## src/inc/bwg_map.svh

```systemverilog
/*
 Register indices, field positions, reset values and counts of the
 buzzer waveform generator. Assumes includers add the bwg_ prefix space.
*/
`ifndef BWG_MAP_SVH
`define BWG_MAP_SVH

// word indices; byte address is four times the index
`define BWG_IDX_DIV    30'h0000A128
`define BWG_IDX_FRAME  30'h0000A129
`define BWG_IDX_TOTAL  30'h0000A12A
`define BWG_IDX_CTRL   30'h0000A12B
`define BWG_IDX_MUTE   30'h0000A12C
`define BWG_IDX_STAT   30'h0000A130
`define BWG_IDX_MASK   30'h0000A131

`define BWG_RST_DIV    8'h10
`define BWG_RST_FRAME  8'hF0
`define BWG_RST_TOTAL  8'h80
`define BWG_RST_CTRL   8'h00
`define BWG_RST_MUTE   8'hFF

// tone_control bit positions
`define BWG_CTRL_LAUNCH 0
`define BWG_CTRL_FLAG   1

`define BWG_FIRST_FRAME 8'h01
`define BWG_RESP_OKAY   2'b00
`define BWG_RESP_SLVERR 2'b10

`endif

```

## src/inc/bwg_pkg.sv

```systemverilog
/*
 Types of the buzzer waveform generator.
 Assumes bwg_map.svh supplies the numeric constants.
*/
package bwg_pkg;

    typedef enum logic {
        BWG_IDLE,
        BWG_RUN
    } bwg_state_t;

    // writable part of tone_control, bits 7 down to 2
    typedef struct packed {
        logic on;
        logic irq_en;
        logic clk_pick;
        logic div_hi;
        logic inversion;
        logic repeat_on;
    } bwg_ctrl_t;

endpackage

```

## src/bwg_top.sv

```systemverilog
/*
 Buzzer waveform generator with an AXI4-Lite register slave.
 Assumes tone_tick_slow and tone_tick_fast are one-cycle strobes
 synchronous to aclk that stand for the two selectable tone sources.
*/
// The implementer's own choice: the AXI4-Lite slave port.
// Summary of operation
// - The tone toggles every divider+1 source ticks, giving src/(div+1)/2.
// - A frame is the sounding pulses followed by silent pulse periods.
// - frame_pulse_counts holds sounding count high, silent count low.
// - A session lasts session_frame_total frames.
// - Writing one to the launch bit outputs exactly one session.
// - With repeat_sessions set, sessions follow back to back.
// - With the irq enable set, every session end raises the done flag.
// - The generator works only while tone_unit_on is one.
// - Frames whose index exceeds mute_after_frame are silent.
`timescale 1ns/100ps
`include "bwg_map.svh"

module bwg_top (
    input wire logic aclk,
    input wire logic aresetn,
    input wire logic [31:0] s_axi_awaddr,
    input wire logic s_axi_awvalid,
    output logic s_axi_awready,
    input wire logic [31:0] s_axi_wdata,
    input wire logic [3:0] s_axi_wstrb,
    input wire logic s_axi_wvalid,
    output logic s_axi_wready,
    output logic [1:0] s_axi_bresp,
    output logic s_axi_bvalid,
    input wire logic s_axi_bready,
    input wire logic [31:0] s_axi_araddr,
    input wire logic s_axi_arvalid,
    output logic s_axi_arready,
    output logic [31:0] s_axi_rdata,
    output logic [1:0] s_axi_rresp,
    output logic s_axi_rvalid,
    input wire logic s_axi_rready,
    input wire logic tone_tick_slow,
    input wire logic tone_tick_fast,
    output logic tone_out,
    output logic irq
);

    logic aw_full_reg;
    logic w_full_reg;
    logic [29:0] waddr_reg;
    logic [7:0] wdata_reg;
    logic wstrb0_reg;
    logic bvalid_reg;
    logic [1:0] bresp_reg;
    logic rvalid_reg;
    logic [1:0] rresp_reg;
    logic [31:0] rdata_reg;
    logic [31:0] rdata_next;
    logic rhit;
    logic wr_fire;
    logic wr_en;
    logic whit;

    logic [7:0] div_lo_reg;
    logic [7:0] frame_reg;
    logic [7:0] total_reg;
    logic [7:0] mute_reg;
    bwg_pkg::bwg_ctrl_t ctrl_reg;
    logic flag_reg;
    logic mask_reg;
    logic launch_reg;

    bwg_pkg::bwg_state_t state_reg;
    logic [8:0] div_cnt_reg;
    logic half_reg;
    logic [4:0] pcount_reg;
    logic [7:0] frame_cnt_reg;

    logic [8:0] divisor;
    logic tick;
    logic pulse_end;
    logic [4:0] frame_len;
    logic frame_end;
    logic frame_last;
    logic sess_end;
    logic sounding;
    logic muted;
    logic tone_raw;
    logic busy;
    logic flag_clr;

    // write channel: address and data are taken independently
    assign s_axi_awready = !aw_full_reg;
    assign s_axi_wready = !w_full_reg;
    assign wr_fire = aw_full_reg && w_full_reg && !bvalid_reg;
    assign wr_en = wr_fire && wstrb0_reg;

    always_ff @(posedge aclk) begin
        if (!aresetn) begin
            aw_full_reg <= 1'b0;
            waddr_reg <= 30'h00000000;
        end else if (s_axi_awvalid && !aw_full_reg) begin
            aw_full_reg <= 1'b1;
            waddr_reg <= s_axi_awaddr[31:2];
        end else if (wr_fire) begin
            aw_full_reg <= 1'b0;
        end
    end

    always_ff @(posedge aclk) begin
        if (!aresetn) begin
            w_full_reg <= 1'b0;
            wdata_reg <= 8'h00;
            wstrb0_reg <= 1'b0;
        end else if (s_axi_wvalid && !w_full_reg) begin
            w_full_reg <= 1'b1;
            wdata_reg <= s_axi_wdata[7:0];
            wstrb0_reg <= s_axi_wstrb[0];
        end else if (wr_fire) begin
            w_full_reg <= 1'b0;
        end
    end

    always_comb begin
        whit = 1'b0;
        unique case (waddr_reg)
            `BWG_IDX_DIV, `BWG_IDX_FRAME, `BWG_IDX_TOTAL, `BWG_IDX_CTRL,
            `BWG_IDX_MUTE, `BWG_IDX_STAT, `BWG_IDX_MASK: whit = 1'b1;
            default: whit = 1'b0;
        endcase
    end

    always_ff @(posedge aclk) begin
        if (!aresetn) begin
            bvalid_reg <= 1'b0;
            bresp_reg <= `BWG_RESP_OKAY;
        end else if (wr_fire) begin
            bvalid_reg <= 1'b1;
            bresp_reg <= whit ? `BWG_RESP_OKAY : `BWG_RESP_SLVERR;
        end else if (s_axi_bready) begin
            bvalid_reg <= 1'b0;
        end
    end

    assign s_axi_bvalid = bvalid_reg;
    assign s_axi_bresp = bresp_reg;

    // configuration registers; only byte lane 0 carries data
    always_ff @(posedge aclk) begin
        if (!aresetn) begin
            div_lo_reg <= `BWG_RST_DIV;
            frame_reg <= `BWG_RST_FRAME;
            total_reg <= `BWG_RST_TOTAL;
            mute_reg <= `BWG_RST_MUTE;
            ctrl_reg <= bwg_pkg::bwg_ctrl_t'(6'(`BWG_RST_CTRL >> 2));
            mask_reg <= 1'b0;
        end else if (wr_en) begin
            unique case (waddr_reg)
                `BWG_IDX_DIV: div_lo_reg <= wdata_reg;
                `BWG_IDX_FRAME: frame_reg <= wdata_reg;
                `BWG_IDX_TOTAL: total_reg <= wdata_reg;
                `BWG_IDX_MUTE: mute_reg <= wdata_reg;
                `BWG_IDX_CTRL: ctrl_reg <= wdata_reg[7:2];
                `BWG_IDX_MASK: mask_reg <= wdata_reg[0];
                default: ;
            endcase
        end
    end

    // launch bit is a command, never stored as configuration
    always_ff @(posedge aclk) begin
        if (!aresetn) begin
            launch_reg <= 1'b0;
        end else begin
            launch_reg <= wr_en && waddr_reg == `BWG_IDX_CTRL &&
                wdata_reg[`BWG_CTRL_LAUNCH];
        end
    end

    // the flag clears from tone_control bit 1 or the status word
    assign flag_clr = wr_en && wdata_reg[`BWG_CTRL_FLAG - 1 + 1] &&
        waddr_reg == `BWG_IDX_CTRL ||
        wr_en && wdata_reg[0] && waddr_reg == `BWG_IDX_STAT;

    // a session end in the clearing cycle wins
    always_ff @(posedge aclk) begin
        if (!aresetn) begin
            flag_reg <= 1'b0;
        end else if (sess_end && ctrl_reg.irq_en) begin
            flag_reg <= 1'b1;
        end else if (flag_clr) begin
            flag_reg <= 1'b0;
        end
    end

    assign irq = flag_reg && mask_reg;

    // read channel
    assign s_axi_arready = !rvalid_reg;
    assign busy = state_reg == bwg_pkg::BWG_RUN;

    always_comb begin
        rdata_next = 32'h00000000;
        rhit = 1'b1;
        unique case (s_axi_araddr[31:2])
            `BWG_IDX_DIV: rdata_next[7:0] = div_lo_reg;
            `BWG_IDX_FRAME: rdata_next[7:0] = frame_reg;
            `BWG_IDX_TOTAL: rdata_next[7:0] = total_reg;
            `BWG_IDX_MUTE: rdata_next[7:0] = mute_reg;
            `BWG_IDX_CTRL: rdata_next[7:0] = {ctrl_reg, flag_reg, busy};
            `BWG_IDX_STAT: rdata_next[0] = flag_reg;
            `BWG_IDX_MASK: rdata_next[0] = mask_reg;
            default: rhit = 1'b0;
        endcase
    end

    always_ff @(posedge aclk) begin
        if (!aresetn) begin
            rvalid_reg <= 1'b0;
            rdata_reg <= 32'h00000000;
            rresp_reg <= `BWG_RESP_OKAY;
        end else if (s_axi_arvalid && !rvalid_reg) begin
            rvalid_reg <= 1'b1;
            rdata_reg <= rdata_next;
            rresp_reg <= rhit ? `BWG_RESP_OKAY : `BWG_RESP_SLVERR;
        end else if (s_axi_rready) begin
            rvalid_reg <= 1'b0;
        end
    end

    assign s_axi_rvalid = rvalid_reg;
    assign s_axi_rdata = rdata_reg;
    assign s_axi_rresp = rresp_reg;

    // tone timing
    assign tick = ctrl_reg.clk_pick ? tone_tick_fast : tone_tick_slow;
    assign divisor = {ctrl_reg.div_hi, div_lo_reg};
    assign pulse_end = tick && div_cnt_reg == divisor && half_reg;
    assign frame_len = {1'b0, frame_reg[7:4]} + {1'b0, frame_reg[3:0]};
    // a zero-length frame ends after one silent pulse period so a bad setting cannot hang
    assign frame_end = frame_len == 5'h00 ||
        pcount_reg + 5'h01 == frame_len;
    // frame counter wraps to zero on frame 256, matching a total of 0
    assign frame_last = frame_cnt_reg == total_reg;
    assign sess_end = busy && pulse_end && frame_end && frame_last;
    assign sounding = pcount_reg < {1'b0, frame_reg[7:4]};
    assign muted = frame_cnt_reg > mute_reg;
    assign tone_raw = busy && sounding && !muted && !half_reg;

    always_ff @(posedge aclk) begin
        if (!aresetn || !ctrl_reg.on) begin
            state_reg <= bwg_pkg::BWG_IDLE;
            div_cnt_reg <= 9'h000;
            half_reg <= 1'b0;
            pcount_reg <= 5'h00;
            frame_cnt_reg <= `BWG_FIRST_FRAME;
        end else begin
            unique case (state_reg)
                bwg_pkg::BWG_IDLE: begin
                    div_cnt_reg <= 9'h000;
                    half_reg <= 1'b0;
                    pcount_reg <= 5'h00;
                    frame_cnt_reg <= `BWG_FIRST_FRAME;
                    if (launch_reg || ctrl_reg.repeat_on) begin
                        state_reg <= bwg_pkg::BWG_RUN;
                    end
                end
                bwg_pkg::BWG_RUN: begin
                    if (tick) begin
                        if (div_cnt_reg == divisor) begin
                            div_cnt_reg <= 9'h000;
                            half_reg <= !half_reg;
                        end else begin
                            div_cnt_reg <= div_cnt_reg + 9'h001;
                        end
                    end
                    if (pulse_end) begin
                        if (!frame_end) begin
                            pcount_reg <= pcount_reg + 5'h01;
                        end else begin
                            pcount_reg <= 5'h00;
                            frame_cnt_reg <= frame_cnt_reg + 8'h01;
                            if (frame_last) begin
                                frame_cnt_reg <= `BWG_FIRST_FRAME;
                                if (!ctrl_reg.repeat_on) begin
                                    state_reg <= bwg_pkg::BWG_IDLE;
                                end
                            end
                        end
                    end
                end
            endcase
        end
    end

    // idle level follows the inversion bit so the pin never glitches
    always_ff @(posedge aclk) begin
        if (!aresetn) begin
            tone_out <= 1'b0;
        end else begin
            tone_out <= tone_raw ^ ctrl_reg.inversion;
        end
    end

    tone_half_a: assert property (
        @(posedge aclk) disable iff (!aresetn)
        busy && ctrl_reg.on && tick && div_cnt_reg == divisor
        |=> half_reg != $past(half_reg))
        else $error("tone half did not toggle at divider end");

    silent_part_a: assert property (
        @(posedge aclk) disable iff (!aresetn)
        busy && pcount_reg >= {1'b0, frame_reg[7:4]}
        |=> tone_out == ctrl_reg.inversion || $past(wr_en))
        else $error("tone sounded in silent part of frame");

    frame_write_a: assert property (
        @(posedge aclk) disable iff (!aresetn)
        wr_en && waddr_reg == `BWG_IDX_FRAME
        |=> frame_reg == $past(wdata_reg))
        else $error("frame counts not stored");

    session_length_a: assert property (
        @(posedge aclk) disable iff (!aresetn)
        busy && total_reg != 8'h00 |-> frame_cnt_reg <= total_reg)
        else $error("frame index passed the session length");

    launch_start_a: assert property (
        @(posedge aclk) disable iff (!aresetn)
        launch_reg && ctrl_reg.on && !busy |=> busy)
        else $error("launch did not start a session");

    single_stop_a: assert property (
        @(posedge aclk) disable iff (!aresetn)
        sess_end && !ctrl_reg.repeat_on && ctrl_reg.on |=> !busy)
        else $error("single session did not stop");

    repeat_run_a: assert property (
        @(posedge aclk) disable iff (!aresetn)
        sess_end && ctrl_reg.repeat_on && ctrl_reg.on
        |=> busy && frame_cnt_reg == `BWG_FIRST_FRAME)
        else $error("repeat session did not continue");

    done_flag_a: assert property (
        @(posedge aclk) disable iff (!aresetn)
        sess_end && ctrl_reg.irq_en |=> flag_reg)
        else $error("session end did not set done flag");

    unit_off_a: assert property (
        @(posedge aclk) disable iff (!aresetn)
        !ctrl_reg.on |=> !busy ##1 tone_out == $past(ctrl_reg.inversion))
        else $error("generator ran while off");

    mute_frame_a: assert property (
        @(posedge aclk) disable iff (!aresetn)
        busy && frame_cnt_reg > mute_reg
        |=> tone_out == $past(ctrl_reg.inversion))
        else $error("muted frame produced tone");

    busy_read_a: assert property (
        @(posedge aclk) disable iff (!aresetn)
        s_axi_arvalid && !rvalid_reg && s_axi_araddr[31:2] == `BWG_IDX_CTRL
        |=> s_axi_rdata[0] == $past(busy))
        else $error("control read lost output_active");

    flag_hold_a: assert property (
        @(posedge aclk) disable iff (!aresetn)
        flag_reg && !flag_clr |=> flag_reg)
        else $error("done flag dropped without clear");

endmodule

```

## config.mk

```make
export PLATFORM = sky130hd
export DESIGN_NAME = bwg_top
export DESIGN_NICKNAME = d
export VERILOG_FILES = /design/src/inc/bwg_pkg.sv /design/src/bwg_top.sv
export VERILOG_INCLUDE_DIRS = /design/src /design/src/inc
export SDC_FILE = /design/constraint.sdc
export NUM_CORES = 1
export LEC_CHECK = 0
export BUFFER_PORTS_ARGS = -buffer_cell sky130_fd_sc_hd__buf_4
export CAP_MARGIN = 20
export CORE_ASPECT_RATIO = 1.5
export CORE_MARGIN = 1.5
export CORE_UTILIZATION = 58
export DETAILED_ROUTE_END_ITERATION = 6
export GPL_TIMING_DRIVEN = 0
export PLACE_DENSITY_LB_ADDON = 0.15
export SLEW_MARGIN = 20
export SYNTH_ARGS = -nofsm -noshare
export SYNTH_HDL_FRONTEND = slang
export SYNTH_SLANG_ARGS = --single-unit
```

## constraint.sdc

```tcl
create_clock -name aclk -period 3.51 [get_ports aclk]
set_input_delay 0.351 -clock aclk [delete_from_list [all_inputs] [get_ports aclk]]
set_output_delay 0.351 -clock aclk [all_outputs]
set_load 0.01 [all_outputs]
```

==> out/metrics.yaml <==
run_status:
  status: "completed"
critical_path:
  crit_path_max_fanout: 10
  cp_slowest_stage_delay_ns: 0.41
  cp_cell_sequence: "ha_1 -> fa_1 -> a21o_1 -> a21oi_1 -> xnor2_1 -> a32oi_2 -> buf_2 -> buf_2 -> o21ai_0 -> a21oi_1"
  critPathKind: "reg2reg"
  cp.arrival_ns: 3.18
  crit_family: "compound AO/OA/AOI/OAI gates"
  rrSetupSlack_ns: 0.66
  reg2reg_to: "frame_cnt_reg[1]$_SDFFE_PP0P_"
  slowest_stage: "fa_1"
  path_buf_inv: 2
  cp-start-kind: "register"
  end_kind: "register"
  r2r_start: "frame_reg[0]$_SDFFE_PN0P_"
  reg2reg_depth: 10
  cp.required_ns: 3.85
floorplanning:
  die_y_um: 127.4
  rows: 45
  dieArea_um2: 10950
  start_util_pct: 59.39
  coreArea_um2: 10080
  die_w_um: 85.95
  pin_count: 152
cts:
  cts_setup_buffers: 0
  cts_num_sinks: 119
  ctsHtreeMaxLevel: 4
  clk_path_buf_depth: 2
  clock-root-buffer: "clkbuf_16"
  cts-buffers-inserted: 17
  post_cts_resized: 0
  worst_skew_pair.late_latency_ns: 0.42
  cts.reportedPaths.clkPinSlew_ns: 0.06
  cts_tree: "done"
  ctsHoldBuffers: 0
hold_path:
  hold_class: "in2reg"
  whs_endpoint: "s_axi_rvalid$_SDFFE_PN0P_"
  hold_depth: 2
  worstHoldStart: "s_axi_rready"
power:
  fin_total_pwr_w: 0.003355
  seqPwrFrac_pct: 42.1
  power_switching_w: 0.0008389
  intPower_w: 0.002516
  power_density_nw_per_um2: 446.2
  switching_share_pct: 25.00
  power_leakage_nw: 3.501
  ir_worst_vdd_mv: 0.3695
  pwr-share-clk_pct: 50.2
  power_frac_comb_pct: 7.7
synth:
  yosysSeqAreaShare_pct: 39.80
  ys_ff_latch: 119
  ys_types: 63
  yosys.area.top_type: "dfxtp_1"
  synth_edf_count: 0
  synth.top_cell.area_share_pct: 39.80
  synth_area_um2: 5986
  synth_flop_cell: "dfxtp_1"
  yosys_warnings: 0
  ys_top_cells_by_area: "dfxtp_1, nand2_1, mux2i_1"
  synthArstFlopShare_pct: 0
  synthCells: 705
  postSynthAreaPerCell_um2: 8.490
drt:
  drt_pass1_iterations: 6
  drtIter0Drc: 467
  vias: 5477
  wirelength_mm: 16.02
  wire_per_inst_um: 16.46
  ant_nets: 0
  drc_errors: 0
  vias_per_cell: 5.629
run:
  drv_cap: 0
global_route:
  grt_start_max_net_pins: 17
  grt_usage_pct: 30.47
  gr-total-overflow: 0
  antenna_found_initial: 0
  grt_pass1_wl_mm: 25.83
  grt_pass1_vias: 5434
final_layout:
  multi_input_area_um2: 3296
  area.sequential_um2: 2382
  finalNetCount: 971
  drive_above_1_share_pct: 19.74
  n_fill_cell: 758
  largest_register_ffs: 30
  diodes: 0
  area_growth_pct: 25.61
placement:
  port_buffers: 94
  place_ws_ns: 0.7204
  gp_congestion: 0.8958
  dp_hpwl_mm: 12.05
timing:
  final_max_slew_viol_count: 0
  finalClockSkew_ns: 0.007522
  holdWs_ns: 0.1072
  setup_slack_ns: 0.6650
  fin_crit_sh_pct: 81.05
  min_period_ns: 2.845
  rsz0062_at_grt: "no"
  clock.fmax_ghz: 0.3515
  setup_viol: 0
  hold_viol_final: 0
  maxSlewHeadroom_pct: 42.51
  worst_pin_slew_ns: 0.8560
  tns_ns: 0
synthesized netlist by cell type (all sizes together) (2+ instances only):
cell / n
nand2: 125
dfxtp: 119
a21oi: 62
nor2: 56
mux2i: 43
buf: 30
clkbuf: 26
inv: 26
o21ai: 21
ha: 18
xor2: 18
xnor2: 16
nand3: 14
and2: 11
nand4: 11
nor4: 10
nor2b: 9
a222oi: 8
and3: 8
a21o: 7
o31ai: 7
nor3: 6
nor4b: 6
nand2b: 5
nand3b: 5
nand4bb: 4
a22oi: 2
a31oi: 2
nor3b: 2
o32ai: 2
or2: 2
or4b: 2
final cells by class:
cell class | instances | share of cell area [%]
sequential | 119 | 31.69
clock inverter | 14 | 1.881
clock buffer | 18 | 5.841
tap | 117 | 1.947
multi-input combinational | 529 | 43.83
buffer | 56 | 4.127
timing repair buffer | 94 | 9.386
inverter | 26 | 1.298
cell usage in the layout (no fill, tap or decap), types with 4 or more instances in the layout:
cell | Yosys | routed
inv_1 | 24 | 24
mux2i_1 | 43 | 43
nand4bb_1 | 4 | 4
nand2b_1 | 5 | 5
clkinv_4 | 0 | 6
ha_1 | 18 | 18
clkbuf_16 | 0 | 17
o21ai_0 | 21 | 21
clkbuf_1 | 26 | 26
nand2_1 | 123 | 123
and2_1 | 11 | 11
nand3_1 | 14 | 14
nor4_1 | 8 | 7
conb_1 | 1 | 26
a21o_1 | 7 | 7
a21oi_1 | 62 | 62
nor4b_1 | 5 | 5
xor2_1 | 18 | 18
dfxtp_1 | 119 | 119
nand3b_1 | 5 | 5
a222oi_1 | 8 | 8
nand4_1 | 9 | 9
nor2b_1 | 9 | 9
inv_6 | 0 | 4
and3_1 | 8 | 8
buf_4 | 26 | 120
nor2_1 | 56 | 56
xnor2_1 | 16 | 16
o31ai_1 | 7 | 7
nor3_1 | 6 | 6
power by group through the flow:
| stage | Sequential, W | Clock [W] | Combinational [W] |
|---|---|---|---|
| 2_1_floorplan | 0.00143 | 0 | 0.000143 |
| 3_3_place_gp | 0.00144 | 0 | 0.000249 |
| 3_5_place_dp | 0.00144 | 0 | 0.000253 |
| 4_1_cts | 0.00141 | 0.00170 | 0.000255 |
| 5_1_grt | 0.00141 | 0.00176 | 0.000283 |
| 6_report | 0.00141 | 0.00169 | 0.000258 |
worst max path at each step:
stage                                          from                       endpoint  cells after the start
after global placement    frame_reg[4]$_SDFFE_PN1P_     pcount_reg[2]$_SDFFE_PP0P_                     10
after floorplan           frame_reg[0]$_SDFFE_PN0P_  frame_cnt_reg[7]$_SDFFE_PP0P_                      8
after detailed placement  frame_reg[4]$_SDFFE_PN1P_     pcount_reg[2]$_SDFFE_PP0P_                     10
final                     frame_reg[0]$_SDFFE_PN0P_  frame_cnt_reg[1]$_SDFFE_PP0P_                     10
after CTS                 frame_reg[4]$_SDFFE_PN1P_     pcount_reg[2]$_SDFFE_PP0P_                     10
after global routing      frame_reg[4]$_SDFFE_PN1P_     pcount_reg[2]$_SDFFE_PP0P_                     10
through the flow:
stage               util (%)  instance area [um^2]  cells
floorplan                  -                  6080    730
global placement       68.78                  6932    941
detailed placement     68.78                  6932    941
CTS                    74.54                  7512    973
global route           74.60                  7518    973
finish                 74.60                  7518    973
kinds of logic (layout without fill, tap and decap cells):
kind of cell | after synthesis | count (layout) | share of synthesized area (%)
fa+ha+maj | 19 | 19 | 4.097
simple gates | 282 | 282 | 23.85
xor+xnor | 35 | 35 | 5.351
buf+inv | 82 | 208 | 6.815
mux | 44 | 44 | 7.379
other cells | 1 | 26 | 0.06265
compound gates | 123 | 123 | 12.65
flops | 119 | 119 | 39.80
metal layers:
metal | part of all wire (%) | global-route usage [%] | vias up
met5 | 0 | 0 | -
met4 | 5.0 | 17.17 | 0
met3 | 6.0 | 6.977 | 58
met2 | 53 | 54.42 | 222
met1 | 36 | 32.53 | 2522
li1 | - | - | 2675
Note: power is estimated with default switching activity, not from simulation.
